==> src/shared/bsf_pkg.sv <==
// bsf_pkg: opcodes, states, status bit positions, register map and reset
// values of the bit/shift/flag datapath.
// assumes one core clock and a decoder that hands over one op per handshake.
package bsf_pkg;

  // status_flag_register bit positions
  localparam logic [2:0] SR_C = 3'h0;
  localparam logic [2:0] SR_Z = 3'h1;
  localparam logic [2:0] SR_N = 3'h2;
  localparam logic [2:0] SR_V = 3'h3;
  localparam logic [2:0] SR_S = 3'h4;
  localparam logic [2:0] SR_H = 3'h5;
  localparam logic [2:0] SR_T = 3'h6;
  localparam logic [2:0] SR_I = 3'h7;

  // values after reset
  localparam logic [7:0] FLAGS_RST   = 8'h00;
  localparam logic       CTRL_EN_RST = 1'b1;
  localparam logic [7:0] RESULT_RST  = 8'h00;

  // wishbone byte offsets
  localparam logic [3:0] OFS_STATUS = 4'h0;
  localparam logic [3:0] OFS_CTRL   = 4'h4;
  localparam logic [3:0] OFS_RESULT = 4'h8;

  // ctrl register fields
  localparam int unsigned CTRL_EN_BIT   = 0;
  localparam int unsigned CTRL_BUSY_BIT = 1;

  typedef enum logic [4:0] {
    OP_NOP        = 5'h00,
    OP_IO_HIGH    = 5'h01,
    OP_IO_LOW     = 5'h02,
    OP_SHL        = 5'h03,
    OP_SHR        = 5'h04,
    OP_RLC        = 5'h05,
    OP_RRC        = 5'h06,
    OP_SAR        = 5'h07,
    OP_SWAP       = 5'h08,
    OP_SBIT_HIGH  = 5'h09,
    OP_SBIT_LOW   = 5'h0a,
    OP_BIT_TO_T   = 5'h0b,
    OP_T_TO_BIT   = 5'h0c,
    OP_C_HIGH     = 5'h0d,
    OP_C_LOW      = 5'h0e,
    OP_N_HIGH     = 5'h0f,
    OP_N_LOW      = 5'h10,
    OP_Z_HIGH     = 5'h11,
    OP_Z_LOW      = 5'h12,
    OP_IRQ_ON     = 5'h13,
    OP_IRQ_OFF    = 5'h14,
    OP_S_HIGH     = 5'h15,
    OP_S_LOW      = 5'h16,
    OP_H_HIGH     = 5'h17,
    OP_H_LOW      = 5'h18
  } bsf_op_e;

  typedef enum logic {
    ST_IDLE  = 1'b0,
    ST_IO_WR = 1'b1
  } bsf_state_e;

endpackage

==> src/bsf_shift_unit.sv <==
// bsf_shift_unit: combinational shift, rotate and nibble swap with flags.
// assumes the caller only uses the outputs for shift-class opcodes.
module bsf_shift_unit
  import bsf_pkg::*;
(
  // operation
  input  wire bsf_op_e    op,
  input  wire logic [7:0] din,
  input  wire logic [7:0] flags_in,
  // result
  output logic      [7:0] dout,
  output logic      [7:0] flags_out
);

  // z, n, c and v follow the result; s, h, t and i are passed through
  function automatic logic [7:0] upd_flags(input logic [7:0] s,
                                           input logic [7:0] res,
                                           input logic       c);
    logic [7:0] f;
    f       = s;
    f[SR_Z] = (res == 8'h00);
    f[SR_N] = res[7];
    f[SR_C] = c;
    f[SR_V] = res[7] ^ c;
    return f;
  endfunction

  always_comb begin
    dout      = din;
    flags_out = flags_in;
    case (op)
      OP_SHL: begin
        dout      = {din[6:0], 1'b0};
        flags_out = upd_flags(flags_in, dout, din[7]);
      end
      OP_SHR: begin
        dout      = {1'b0, din[7:1]};
        flags_out = upd_flags(flags_in, dout, din[0]);
      end
      OP_RLC: begin
        dout      = {din[6:0], flags_in[SR_C]};
        flags_out = upd_flags(flags_in, dout, din[7]);
      end
      OP_RRC: begin
        dout      = {flags_in[SR_C], din[7:1]};
        flags_out = upd_flags(flags_in, dout, din[0]);
      end
      OP_SAR: begin
        dout      = {din[7], din[7:1]};
        flags_out = upd_flags(flags_in, dout, din[0]);
      end
      OP_SWAP: begin
        dout      = {din[3:0], din[7:4]};
      end
      default: begin
        dout      = din;
      end
    endcase
  end

endmodule

==> src/bsf_wb_slave.sv <==
// bsf_wb_slave: classic wishbone slave for the datapath's three registers.
// assumes a master that holds its request until it samples ack high.
module bsf_wb_slave
  import bsf_pkg::*;
(
  // clock and reset
  input  wire logic        mclk,
  input  wire logic        rst_b,
  // wishbone
  input  wire logic        wb_cyc_i,
  input  wire logic        wb_stb_i,
  input  wire logic        wb_we_i,
  input  wire logic [3:0]  wb_adr_i,
  input  wire logic [3:0]  wb_sel_i,
  output logic      [31:0] wb_dat_o,
  output logic             wb_ack_o,
  // register side
  input  wire logic [7:0]  rd_status,
  input  wire logic [7:0]  rd_ctrl,
  input  wire logic [7:0]  rd_result,
  output logic             wr_status,
  output logic             wr_ctrl
);

  typedef struct packed {
    logic        ack;
    logic [31:0] dat;
  } bsf_wb_s;

  bsf_wb_s s_q;
  bsf_wb_s s_d;
  logic    commit;

  // writes land on the edge that the master samples ack
  assign commit    = wb_cyc_i & wb_stb_i & wb_we_i & s_q.ack & wb_sel_i[0];
  assign wr_status = commit & (wb_adr_i == OFS_STATUS);
  assign wr_ctrl   = commit & (wb_adr_i == OFS_CTRL);
  assign wb_ack_o  = s_q.ack;
  assign wb_dat_o  = s_q.dat;

  always_comb begin
    s_d     = s_q;
    s_d.ack = wb_cyc_i & wb_stb_i & ~s_q.ack;
    s_d.dat = 32'h0000_0000;
    // unmapped offsets still ack, reading zero
    if (wb_adr_i == OFS_STATUS) begin
      s_d.dat[7:0] = rd_status;
    end else if (wb_adr_i == OFS_CTRL) begin
      s_d.dat[7:0] = rd_ctrl;
    end else if (wb_adr_i == OFS_RESULT) begin
      s_d.dat[7:0] = rd_result;
    end
  end

  always_ff @(posedge mclk) begin
    if (!rst_b) begin
      s_q <= '0;
    end else begin
      s_q <= s_d;
    end
  end

endmodule

==> src/bsf_datapath.sv <==
// bsf_datapath: bit, shift, rotate, swap and status flag ops of an 8-bit
// core, holding the status flag register.
// assumes the decoder supplies the destination value on op_rd_data and
// writes rd_wdata back when rd_we pulses; the i/o space answers a read
// with io_rdata in the same cycle as io_re.
module bsf_datapath
  import bsf_pkg::*;
(
  // clock and reset
  input  wire logic        mclk,
  input  wire logic        rst_b,
  // op from decoder
  input  wire logic        op_valid,
  output logic             op_ready,
  input  wire logic [4:0]  op_code,
  input  wire logic [7:0]  op_rd_data,
  input  wire logic [2:0]  op_bit,
  input  wire logic [5:0]  op_io_addr,
  // register file write back
  output logic             rd_we,
  output logic      [7:0]  rd_wdata,
  // i/o space
  output logic      [5:0]  io_addr,
  output logic             io_re,
  input  wire logic [7:0]  io_rdata,
  output logic             io_we,
  output logic      [7:0]  io_wdata,
  // status_flag_register to the core
  output logic      [7:0]  status_flags,
  // wishbone
  input  wire logic        wb_cyc_i,
  input  wire logic        wb_stb_i,
  input  wire logic        wb_we_i,
  input  wire logic [3:0]  wb_adr_i,
  input  wire logic [3:0]  wb_sel_i,
  input  wire logic [31:0] wb_dat_i,
  output logic      [31:0] wb_dat_o,
  output logic             wb_ack_o
);

  typedef struct packed {
    bsf_state_e  state;
    logic [7:0]  flags;
    logic        en;
    logic        rd_we;
    logic [7:0]  rd_wdata;
    logic [7:0]  result;
    logic [5:0]  io_addr;
    logic        io_re;
    logic        io_we;
    logic [7:0]  io_wdata;
    logic [2:0]  io_bit;
    logic        io_high;
  } bsf_dp_s;

  bsf_dp_s    s_q;
  bsf_dp_s    s_d;
  bsf_op_e    op;
  logic       take;
  logic [7:0] sh_dout;
  logic [7:0] sh_flags;
  logic       wr_status;
  logic       wr_ctrl;
  logic [7:0] ctrl_rd;
  logic       ff_hit;
  logic [2:0] ff_idx;
  logic       ff_val;

  // dedicated single flag ops: {hit, bit index, forced value}
  function automatic logic [4:0] flag_force(input bsf_op_e o);
    case (o)
      OP_C_HIGH:  return {1'b1, SR_C, 1'b1};
      OP_C_LOW:   return {1'b1, SR_C, 1'b0};
      OP_N_HIGH:  return {1'b1, SR_N, 1'b1};
      OP_N_LOW:   return {1'b1, SR_N, 1'b0};
      OP_Z_HIGH:  return {1'b1, SR_Z, 1'b1};
      OP_Z_LOW:   return {1'b1, SR_Z, 1'b0};
      OP_IRQ_ON:  return {1'b1, SR_I, 1'b1};
      OP_IRQ_OFF: return {1'b1, SR_I, 1'b0};
      OP_S_HIGH:  return {1'b1, SR_S, 1'b1};
      OP_S_LOW:   return {1'b1, SR_S, 1'b0};
      OP_H_HIGH:  return {1'b1, SR_H, 1'b1};
      OP_H_LOW:   return {1'b1, SR_H, 1'b0};
      default:    return 5'h00;
    endcase
  endfunction

  // shift-class ops that write rd from the shift unit
  function automatic logic is_shift(input bsf_op_e o);
    return (o == OP_SHL) || (o == OP_SHR) || (o == OP_RLC) ||
           (o == OP_RRC) || (o == OP_SAR) || (o == OP_SWAP);
  endfunction

  assign op                       = bsf_op_e'(op_code);
  assign op_ready                 = (s_q.state == ST_IDLE) & s_q.en;
  assign take                     = op_valid & op_ready;
  assign {ff_hit, ff_idx, ff_val} = flag_force(op);

  assign rd_we        = s_q.rd_we;
  assign rd_wdata     = s_q.rd_wdata;
  assign io_addr      = s_q.io_addr;
  assign io_re        = s_q.io_re;
  assign io_we        = s_q.io_we;
  assign io_wdata     = s_q.io_wdata;
  assign status_flags = s_q.flags;

  always_comb begin
    ctrl_rd                = 8'h00;
    ctrl_rd[CTRL_EN_BIT]   = s_q.en;
    ctrl_rd[CTRL_BUSY_BIT] = (s_q.state != ST_IDLE);
  end

  bsf_shift_unit u_shift (
    .op        (op),
    .din       (op_rd_data),
    .flags_in  (s_q.flags),
    .dout      (sh_dout),
    .flags_out (sh_flags)
  );

  bsf_wb_slave u_wb (
    .mclk      (mclk),
    .rst_b     (rst_b),
    .wb_cyc_i  (wb_cyc_i),
    .wb_stb_i  (wb_stb_i),
    .wb_we_i   (wb_we_i),
    .wb_adr_i  (wb_adr_i),
    .wb_sel_i  (wb_sel_i),
    .wb_dat_o  (wb_dat_o),
    .wb_ack_o  (wb_ack_o),
    .rd_status (s_q.flags),
    .rd_ctrl   (ctrl_rd),
    .rd_result (s_q.result),
    .wr_status (wr_status),
    .wr_ctrl   (wr_ctrl)
  );

  always_comb begin
    s_d       = s_q;
    s_d.rd_we = 1'b0;
    s_d.io_re = 1'b0;
    s_d.io_we = 1'b0;
    // bus writes first so a same-cycle op update to a flag wins
    if (wr_status) begin
      s_d.flags = wb_dat_i[7:0];
    end
    if (wr_ctrl) begin
      s_d.en = wb_dat_i[CTRL_EN_BIT];
    end
    case (s_q.state)
      ST_IDLE: begin
        if (take) begin
          if (op == OP_IO_HIGH || op == OP_IO_LOW) begin
            s_d.io_addr = op_io_addr;
            s_d.io_re   = 1'b1;
            s_d.io_bit  = op_bit;
            s_d.io_high = (op == OP_IO_HIGH);
            s_d.state   = ST_IO_WR;
          end else if (is_shift(op)) begin
            s_d.rd_we    = 1'b1;
            s_d.rd_wdata = sh_dout;
            s_d.result   = sh_dout;
            // only z, c, n, v move; swap moves none
            s_d.flags    = sh_flags;
          end else if (op == OP_SBIT_HIGH) begin
            s_d.flags[op_bit] = 1'b1;
          end else if (op == OP_SBIT_LOW) begin
            s_d.flags[op_bit] = 1'b0;
          end else if (op == OP_BIT_TO_T) begin
            s_d.flags[SR_T] = op_rd_data[op_bit];
          end else if (op == OP_T_TO_BIT) begin
            s_d.rd_we            = 1'b1;
            s_d.rd_wdata         = op_rd_data;
            s_d.rd_wdata[op_bit] = s_q.flags[SR_T];
            s_d.result           = s_d.rd_wdata;
          end else if (ff_hit) begin
            s_d.flags[ff_idx] = ff_val;
          end
        end
      end
      ST_IO_WR: begin
        // read data arrives now; write goes out next cycle, no flag moves
        s_d.io_we            = 1'b1;
        s_d.io_wdata         = io_rdata;
        s_d.io_wdata[s_q.io_bit] = s_q.io_high;
        s_d.state            = ST_IDLE;
      end
      default: begin
        s_d.state = ST_IDLE;
      end
    endcase
  end

  always_ff @(posedge mclk) begin
    if (!rst_b) begin
      s_q          <= '0;
      s_q.state    <= ST_IDLE;
      s_q.flags    <= FLAGS_RST;
      s_q.en       <= CTRL_EN_RST;
      s_q.rd_wdata <= RESULT_RST;
      s_q.result   <= RESULT_RST;
    end else begin
      s_q <= s_d;
    end
  end
endmodule

==> config.mk <==
export PLATFORM = sky130hd
export DESIGN_NAME = bsf_datapath
export DESIGN_NICKNAME = d
export VERILOG_FILES = /design/src/shared/bsf_pkg.sv /design/src/bsf_shift_unit.sv /design/src/bsf_wb_slave.sv /design/src/bsf_datapath.sv
export SDC_FILE = /design/constraint.sdc
export NUM_CORES = 1
export LEC_CHECK = 0
export BUFFER_PORTS_ARGS = -buffer_cell sky130_fd_sc_hd__buf_4
export CAP_MARGIN = 10
export CORE_MARGIN = 2
export CORE_UTILIZATION = 38
export DETAILED_ROUTE_END_ITERATION = 16
export MAX_ROUTING_LAYER = met4
export SLEW_MARGIN = 30
export SYNTH_ARGS = -nofsm -noshare
export SYNTH_HDL_FRONTEND = slang
export SYNTH_HIERARCHICAL = 1
export SYNTH_SLANG_ARGS = --single-unit
==> constraint.sdc <==
create_clock -name mclk -period 3.1 [get_ports mclk]
set_input_delay 0.62 -clock mclk [delete_from_list [all_inputs] [get_ports mclk]]
set_output_delay 0.62 -clock mclk [all_outputs]
set_load 0.05 [all_outputs]
After elaboration in Yosys (flattened, before gate mapping)
Memories as Yosys holds them, arrays and structs flattened.
Cells that the tools add are included.
{ "totals": {"romBits": 160, "n_memories": 1, "register_bits": 80, "output_inout_bits": 67, "wordCells": 119} }
{ "op_classes": {"n_lt_le_gt_ge": 6, "bitwise": 20, "n_reduce_logical": 20, "n_eq_ne": 19, "mux": 37} }
{ "mem_list": {"columns": ["name", "words", "width", "read_ports", "rd_clocked_by_memory_dff", "write_ports", "line_no", "source"], "rows": [
  ["(name not given)", 32, 5, 1, 0, 0, "bsf_datapath.sv:71", "case (o)"]
]} }
{ "op_table": {"columns": ["operator", "count"], "rows": [
  ["2-to-1 mux 8 bit", 11],
  ["2-to-1 mux 17 bit", 5],
  ["case mux 8 bit (6 select lines)", 1],
  ["== test 5 x 4 -> 1 bit (second input constant)", 5],
  ["bitwise mux 8 bit", 3],
  ["logical NOT 8 bit", 3],
  ["== test 5 x 3 -> 1 bit (second input constant)", 4],
  ["case mux 4 bit (5 select lines)", 1],
  ["2-to-1 mux 9 bit", 2],
  ["logical NOT 7 bit", 2],
  ["< comparator 3 x 4 -> 1 bit (second input constant)", 3],
  ["== test 5 x 2 -> 1 bit (second input constant)", 2],
  ["AND 1 bit", 9],
  ["demux 1 bit (select 3 bit)", 3],
  ["greater-or-equal comparator 3 x 1 -> 1 bit (second input constant)", 3],
  ["!= test 9 bit (second input constant)", 1],
  ["AND 8 bit", 1],
  ["2-to-1 mux 1 bit", 8],
  ["NOT 8 bit", 1],
  ["OR 8 bit", 1],
  ["AND reduction 7 bit", 1],
  ["logical OR 1 bit", 6],
  ["2-to-1 mux 6 bit", 1],
  ["!= test 2 bit (second input constant)", 3],
  ["other kinds (14)", 22]
]} }

Logic depth before layout (Yosys ltp)
Gate-level depths: netlist of the first run.
{ "depth": {"depth_word": 16, "depth_mapped": 9} }

Cells and area by module
The synthesis of the first run kept the hierarchy.
{ "by_module_without_submodules": {"columns": ["module", "seq_area_each_um2", "cells_each", "n_inst", "area_each_um2"], "rows": [
  ["bsf_datapath", 760.7, 348, 1, 2854.0],
  ["bsf_wb_slave", 180.2, 77, 1, 659.4],
  ["bsf_shift_unit", 0.0, 67, 1, 519.2]
]} }

Worst setup path after synthesis of the first run
No wires, ideal clock.
{ "synth_timing": {"path_kind": "input to register", "from": "input port op_code[0]", "to": "register s_q, in the netlist status_flags[6]", "arrival_ns": 2.389, "required_time_ns": 2.980, "slack_ns": 0.591, "setup_ns": 0.120, "stages": 8, "path_cell_list": "inv_1 -> ha_1 -> nor4_1 -> a2111o_1 -> or2_1 -> buf_6 -> mux2_4 -> o31a_1"} }
{ "synth_between": {"elab_chain_len": 15, "elab_cells_between_ends": 35, "cone_classes": "order compare (2); eq/ne (13); mux (12); reduce/logical (7); memory (1)"} }
{ "synth_rtl": {"columns": ["element", "line_no", "source"], "rows": [
  ["start, declared", "bsf_datapath.sv:15", "input wire logic [4:0] op_code,"],
  ["memory read (32 x 5 bit)", null, null],
  ["< comparator 3 x 4 -> 1 bit (implied by the code) / greater-or-equal comparator 3 x 1 -> 1 bit (equally long branches)", "bsf_datapath.sv:177", "s_d.flags[ff_idx] = ff_val;"],
  ["logical AND 1 bit (implied by the code)", "bsf_datapath.sv:177", null],
  ["2-to-1 mux 1 bit (implied by the code)", "bsf_datapath.sv:177", null],
  ["demux 1 bit (select 3 bit)", "bsf_datapath.sv:177", null],
  ["bitwise mux 8 bit", "bsf_datapath.sv:177", null],
  ["2-to-1 mux 8 bit", "bsf_datapath.sv:176", "end else if (ff_hit) begin"],
  ["2-to-1 mux 8 bit", "bsf_datapath.sv:171", "end else if (op == OP_T_TO_BIT) begin"],
  ["2-to-1 mux 1 bit", "bsf_datapath.sv:169", "end else if (op == OP_BIT_TO_T) begin"],
  ["2-to-1 mux 8 bit", "bsf_datapath.sv:167", "end else if (op == OP_SBIT_LOW) begin"],
  ["2-to-1 mux 8 bit", "bsf_datapath.sv:165", "end else if (op == OP_SBIT_HIGH) begin"],
  ["2-to-1 mux 8 bit", "bsf_datapath.sv:159", "end else if (is_shift(op)) begin"],
  ["2-to-1 mux 8 bit", "bsf_datapath.sv:153", "if (op == OP_IO_HIGH || op == OP_IO_LOW) begin"],
  ["2-to-1 mux 9 bit", "bsf_datapath.sv:152", "if (take) begin"],
  ["2-to-1 mux 8 bit", "bsf_datapath.sv:150", "case (s_q.state)"],
  ["end, declared", "bsf_datapath.sv:56", "bsf_dp_s s_q;"]
]} }
Several ways; a longest one is shown, not always the timed one. The select of a mux whose other input is x is not followed.
A chain may end at the register's enable or synchronous reset.

Worst setup path in the final report of the first run
{ "layout_timing": {"from": "input port wb_adr_i[1]", "to": "register s_q, in the netlist status_flags[7]"} }
{ "layout_between": {"elab_chain_len": 13, "elab_cells_between_ends": 15, "cone_classes": "mux (11); bitwise (3); reduce/logical (1)"} }
{ "layout_rtl": {"columns": ["element", "line_no", "source"], "rows": [
  ["start, declared", "bsf_datapath.sv:34", "input wire logic [3:0] wb_adr_i,"],
  ["logical NOT 4 bit *", "bsf_wb_slave.sv:36", "assign wr_status = commit & (wb_adr_i == OFS_STATUS);"],
  ["AND 1 bit *", "bsf_wb_slave.sv:36", null],
  ["net wr_status", "bsf_datapath.sv:62", "logic wr_status;"],
  ["2-to-1 mux 8 bit *", "bsf_datapath.sv:144", "if (wr_status) begin"],
  ["bitwise mux 8 bit", "bsf_datapath.sv:177", null],
  ["2-to-1 mux 8 bit", "bsf_datapath.sv:176", null],
  ["2-to-1 mux 8 bit", "bsf_datapath.sv:171", null],
  ["2-to-1 mux 1 bit", "bsf_datapath.sv:169", null],
  ["2-to-1 mux 8 bit", "bsf_datapath.sv:167", null],
  ["2-to-1 mux 8 bit", "bsf_datapath.sv:165", null],
  ["2-to-1 mux 8 bit", "bsf_datapath.sv:159", null],
  ["2-to-1 mux 8 bit", "bsf_datapath.sv:153", null],
  ["2-to-1 mux 9 bit", "bsf_datapath.sv:152", null],
  ["2-to-1 mux 8 bit *", "bsf_datapath.sv:150", null]
]} }
Mark *: on every way through the listed nets, which the timed path passes. The rest lies on a longest branch. The select of a mux whose other input is x is not followed.

==> results of run 1 <==
## Yosys cell counts (3+ instances only)
cell type,number
buf_6,4
nor2b_1,5
buf_4,62
nand2b_1,5
and2b_1,8
and2_1,4
a22o_1,7
o21ai_0,6
a2111oi_0,5
a21oi_1,22
buf_2,10
or3_1,4
ha_1,5
nor3_1,21
a21boi_0,8
nand2_1,19
nor2_1,50
o211ai_1,3
nor4_1,3
dfxtp_1,47
a221o_1,8
mux2i_1,41
nand3_1,9
clkbuf_1,14
buf_1,5
nand3b_1,6
nor4_2,3
nor3b_1,9
a211oi_1,28
inv_1,9
## layout make-up
type	instances	share of cell area [%]
clock inverters	3	0.525
repair buffers	102	16.9
inverters	10	0.829
flip-flops and latches	47	20.8
multi-input cells	367	55.7
clock buffers	5	1.52
well taps	136	3.76
## critical path, cell delays in order
cell       delay [ns]
buf_4            0.11
or3_1            0.41
nor4_2           0.34
buf_4            0.25
mux2i_1          0.31
o22ai_1          0.14
a2111oi_0        0.45
a2111oi_0        0.14
## routing by layer
| layer | global-route usage (%) | vias to the layer above | share of wire (%) | wire length, um |
|---|---|---|---|---|
| li1 | - | 1799 | - | - |
| met1 | 25.1 | 1653 | 47 | 5000 |
| met2 | 30.1 | 157 | 44 | 4690 |
| met3 | 2.43 | 18 | 7.0 | 754 |
| met4 | 6.22 | 0 | 2.6 | 275 |
| met5 | - | - | 0 | 0 |
## path summary, 6_finish.rpt
path | startpoint | endpoint | slack, ns | cells after the start
max | wb_adr_i[1] | status_flags[7] | 0.48 | 8
min | u_wb/wb_ack_o | u_wb/wb_ack_o | 0.45 | 1
max reg2reg | u_wb/wb_ack_o | status_flags[7] | 0.93 | 7
min reg2reg | u_wb/wb_ack_o | u_wb/wb_ack_o | 0.45 | 1
## metrics by stage
stage / total power [mW] / area, sq um / util [%] / hold WS, ns
3_5_place_dp: 1.17 / 4440 / 43.0 / 0.444
2_1_floorplan: 1.07 / 4140 / - / 0.462
3_3_place_gp: 1.16 / 4430 / 42.9 / 0.433
6_report: 1.53 / 4530 / 43.9 / 0.453
5_1_grt: 1.62 / 4530 / 43.9 / 0.488
4_1_cts: 1.54 / 4530 / 43.9 / 0.456
## state kept, by name (all words and copies together) (netlist names)
register	flops
rd_we	1
u_wb/wb_ack_o	1
u_wb/wb_dat_o	8
ctrl_rd	2
io_we	1
rd_wdata	8
s_q	4
io_addr	6
io_wdata	8
status_flags	8
## where the power goes
part	switching [mW]	internal, mW	total, mW	leakage (nW)
clock	0.214	0.161	0.376	0.0408
sequential	0.0264	0.624	0.650	0.382
combinational	0.330	0.177	0.507	1.40
total	0.570	0.962	1.53	1.82
## cell families after synthesis
group,synth area share [%]
mux,11.5
buf+inv,16.7
compound gates,22.7
fa+ha+maj,1.55
xor+xnor,0.652
simple gates,23.4
flops,23.3
other cells,0.186
==> impl_metrics.env, run 1 <==
export IMPL_place_ws_ns=0.199
export IMPL_multi_input_comb_area_sq_um=2520
export IMPL_avgRoutedWirePerCell_um=16.0
export IMPL_setup_tns_ns=0
export IMPL_rsz0062_at_grt="no"
export IMPL_status="completed"
export IMPL_final_cell_mix="buf_4 (102), nor2_1 (50), dfxtp_1 (47), mux2i_1 (41), conb_1 (30)"
export IMPL_power_density_nw_per_um2=338
export IMPL_regArea_sq_um=941
export IMPL_post_drt_via_cell_ratio=5.41
export IMPL_setup_worst_path_start_class="primary input"
export IMPL_routed_wirelength_um=10700
export IMPL_htreeDepth=2
export IMPL_finalSetupViolations=0
export IMPL_period_needed_ns=2.62
export IMPL_drc=0
export IMPL_netlist_area_sq_um=4030
export IMPL_synth_distinct_cells=79
export IMPL_synth_ff_type="dfxtp_1"
export IMPL_routed_via_count=3627
export IMPL_hold_violations=0
export IMPL_layout_cells_non_filler=670
export IMPL_io_buffers=91
export IMPL_cts_buffer_depth=2
export IMPL_grt_max_degree=34
export IMPL_worstPathArrival_ns=2.78
export IMPL_core_sq_um=10300
export IMPL_ys_top_cells_by_area="dfxtp_1 (23%), buf_4 (12%), mux2i_1 (10%), a211oi_1 (5.2%), nor2_1 (4.7%)"
export IMPL_antenna_found_initial=0
export IMPL_clk_latency_ns=0.30
export IMPL_cts_setup_buffers=0
export IMPL_critPathKind="primary input to flip-flop"
export IMPL_drt_pass1_iter_count=5
export IMPL_antennaDiodeCount=0
export IMPL_cap_violations=0
export IMPL_numCtsBuffers=5
export IMPL_finClkSkew_ns=0.00877
export IMPL_layout_setup_ws_ns=0.484
export IMPL_hp_class="flip-flop to flip-flop"
export IMPL_layout_drive_gt1_share_pct=24.7
export IMPL_gp_congestion=0.888
export IMPL_max_freq_ghz=0.382
export IMPL_relSlewSlack_pct=53.4
export IMPL_cts_hold_buffers=0
export IMPL_cts_repair_resized=0
export IMPL_drt_iter0_drc=313
export IMPL_leakage_nw=1.82
export IMPL_final_nets=614
export IMPL_syn_avg_cell_area_sq_um=8.20
export IMPL_crit_required_ns=3.27
export IMPL_die_w_um=107
export IMPL_worstMarginPinSlew_ns=0.696
export IMPL_yosysWarningCount=6
export IMPL_final_common_cell="buf_4"
export IMPL_rows=37
export IMPL_io_pins=143
export IMPL_antenna_left=0
export IMPL_cts_root_buffer="clkbuf_8"
export IMPL_peakVddDrop_v=0.000201
export IMPL_synth_top_area_share_pct=23.3
export IMPL_hpwlAfterDp_um=8160
export IMPL_dieArea_sq_um=11500
export IMPL_async_reset_ff_share_pct=0
export IMPL_dp_cells=662
export IMPL_cts_tree="done"
export IMPL_end_kind="flip-flop"
export IMPL_grt_pass1_vias=3390
export IMPL_fillers=1037
export IMPL_synth_largest_area_cell="dfxtp_1"
export IMPL_initial_core_util_pct=39.1
export IMPL_synth_edff_count=0
export IMPL_timing_final_max_slew_violations=0
export IMPL_path_max_fanout=7
export IMPL_fin_crit_sh_pct=84.4
export IMPL_synthCells=492
export IMPL_yosysSeqAreaShare_pct=23.3
export IMPL_clock_sinks=47
export IMPL_grt_pass1_wl_um=17100
export IMPL_area_delta_synth_final_pct=12.3
export IMPL_die_h_um=107
export IMPL_grt_overflow=0
export IMPL_synth_seq_cells=47
export IMPL_clkSlewWorstSetupHoldPaths_ns=0.09
export IMPL_grt_use_total_pct=19.0
No activity file was read; power rests on OpenSTA's default activity.
==> run 2, diff against run 1 <==
--- a/config.mk
+++ b/config.mk
@@ -11,6 +11,7 @@
 export CORE_UTILIZATION = 38
 export DETAILED_ROUTE_END_ITERATION = 16
 export MAX_ROUTING_LAYER = met4
+export PLACE_DENSITY = 0.66
 export SLEW_MARGIN = 30
 export SYNTH_ARGS = -nofsm -noshare
 export SYNTH_HDL_FRONTEND = slang
==> constraint.sdc (replaced) <==
create_clock -name mclk -period 2.3 [get_ports mclk]
set_input_delay 0.46 -clock mclk [delete_from_list [all_inputs] [get_ports mclk]]
set_output_delay 0.46 -clock mclk [all_outputs]
set_load 0.05 [all_outputs]
==> impl_metrics.env, run 2 (same netlist as run 1, synthesis figures left out) <==
export IMPL_path_max_fanout=4
export IMPL_peakVddDrop_v=0.000270
export IMPL_hpwlAfterDp_um=8560
export IMPL_dieArea_sq_um=11500
export IMPL_leakage_nw=2.06
export IMPL_crit_required_ns=2.56
export IMPL_avgRoutedWirePerCell_um=15.6
export IMPL_rows=37
export IMPL_gp_congestion=0.939
export IMPL_grt_max_degree=24
export IMPL_place_ws_ns=-0.331
export IMPL_io_buffers=91
export IMPL_max_freq_ghz=0.436
export IMPL_grt_pass1_vias=3498
export IMPL_worstPathArrival_ns=2.55
export IMPL_period_needed_ns=2.29
export IMPL_hp_class="primary input to flip-flop"
export IMPL_critPathKind="primary input to flip-flop"
export IMPL_core_sq_um=10300
export IMPL_routed_via_count=3864
export IMPL_antenna_left=0
export IMPL_clock_sinks=47
export IMPL_grt_pass1_wl_um=17200
export IMPL_final_cell_mix="buf_4 (138), nor2_1 (49), dfxtp_1 (47), mux2i_1 (39), conb_1 (30)"
export IMPL_antenna_found_initial=0
export IMPL_drt_iter0_drc=290
export IMPL_area_delta_synth_final_pct=23.6
export IMPL_rsz0062_at_grt="yes"
export IMPL_drt_pass1_iter_count=5
export IMPL_layout_drive_gt1_share_pct=31.9
export IMPL_die_h_um=107
export IMPL_antennaDiodeCount=0
export IMPL_relSlewSlack_pct=56.1
export IMPL_post_drt_via_cell_ratio=5.42
export IMPL_cts_root_buffer="clkbuf_8"
export IMPL_htreeDepth=2
export IMPL_layout_setup_ws_ns=0.00537
export IMPL_routed_wirelength_um=11100
export IMPL_clk_latency_ns=0.31
export IMPL_fin_crit_sh_pct=99.8
export IMPL_hold_violations=0
export IMPL_timing_final_max_slew_violations=0
export IMPL_cap_violations=0
export IMPL_grt_overflow=0
export IMPL_finalSetupViolations=0
export IMPL_fillers=1008
export IMPL_grt_use_total_pct=19.0
export IMPL_io_pins=143
export IMPL_initial_core_util_pct=39.1
export IMPL_finClkSkew_ns=0.00473
export IMPL_clkSlewWorstSetupHoldPaths_ns=0.09
export IMPL_die_w_um=107
export IMPL_whs_ns=0.386
export IMPL_power_density_nw_per_um2=431
export IMPL_cts_buffer_depth=2
export IMPL_final_common_cell="buf_4"
export IMPL_cts_tree="done"
export IMPL_end_kind="flip-flop"
export IMPL_status="completed"
export IMPL_numCtsBuffers=5
export IMPL_drc=0
export IMPL_setup_worst_path_start_class="primary input"
export IMPL_worstMarginPinSlew_ns=0.642
export IMPL_final_nets=657
[run 2: final timing paths]
check | from | end | slack [ns] | depth (start not counted)
max | wb_adr_i[0] | status_flags[6] | 0.005 | 11
min reg2reg | u_wb/wb_ack_o | u_wb/wb_ack_o | 0.45 | 1
min | rst_b | ctrl_rd[0] | 0.39 | 2
max reg2reg | u_wb/wb_ack_o | status_flags[6] | 0.26 | 10
[run 2: metal layers]
layer	track usage, %	part of all wire [%]
met1	24.1	43
met3	2.43	6.4
met4	6.59	2.4
met5	-	0
met2	31.3	48
[run 2: power by group]
group          total, mW  leakage (nW)  internal, mW  switching, mW
combinational      0.770          1.64         0.302          0.468
sequential         0.876         0.382         0.841         0.0356
clock              0.503        0.0412         0.213          0.290
total               2.15          2.06          1.36          0.794
[run 2: what timing repair did]
| action | CTS | global route |
|---|---|---|
| gates resized for setup | 0 | 20 |
| buffers inserted | 1 | 5 |
| setup endpoints to repair | 1 | 15 |
| hold buffers | 0 | 0 |
| pin swaps | 2 | 10 |
[run 2: layout make-up]
class	count	area, sq um	area share (%)
well taps	136	170	3.41
clock inverters	2	12.5	0.251
multi-input cells	367	2610	52.3
inverters	10	37.5	0.753
repair buffers	145	1140	22.9
clock buffers	6	72.6	1.46
flip-flops and latches	47	941	18.9
[run 2: stage by stage]
stage	setup TNS [ns]	power (mW)	std cells	utilization, %	cell area (sq um)
3_3_place_gp	-2.80	1.62	699	45.9	4740
6_report	0	2.15	713	48.3	4980
5_1_grt	-0.128	2.25	713	48.3	4980
2_1_floorplan	0	1.45	520	-	4150
3_5_place_dp	-3.48	1.63	699	45.9	4740
4_1_cts	0	2.13	708	46.9	4840
[run 2: critical path, cell delays in order]
cell and delay, ns:
buf_6 0.09, or3_4 0.40, nor4_4 0.30, buf_6 0.17, buf_12 0.12, mux2i_1 0.07, buf_4 0.17, a31oi_1 0.17
o21ai_1 0.12, nor4_2 0.34, o31a_1 0.16
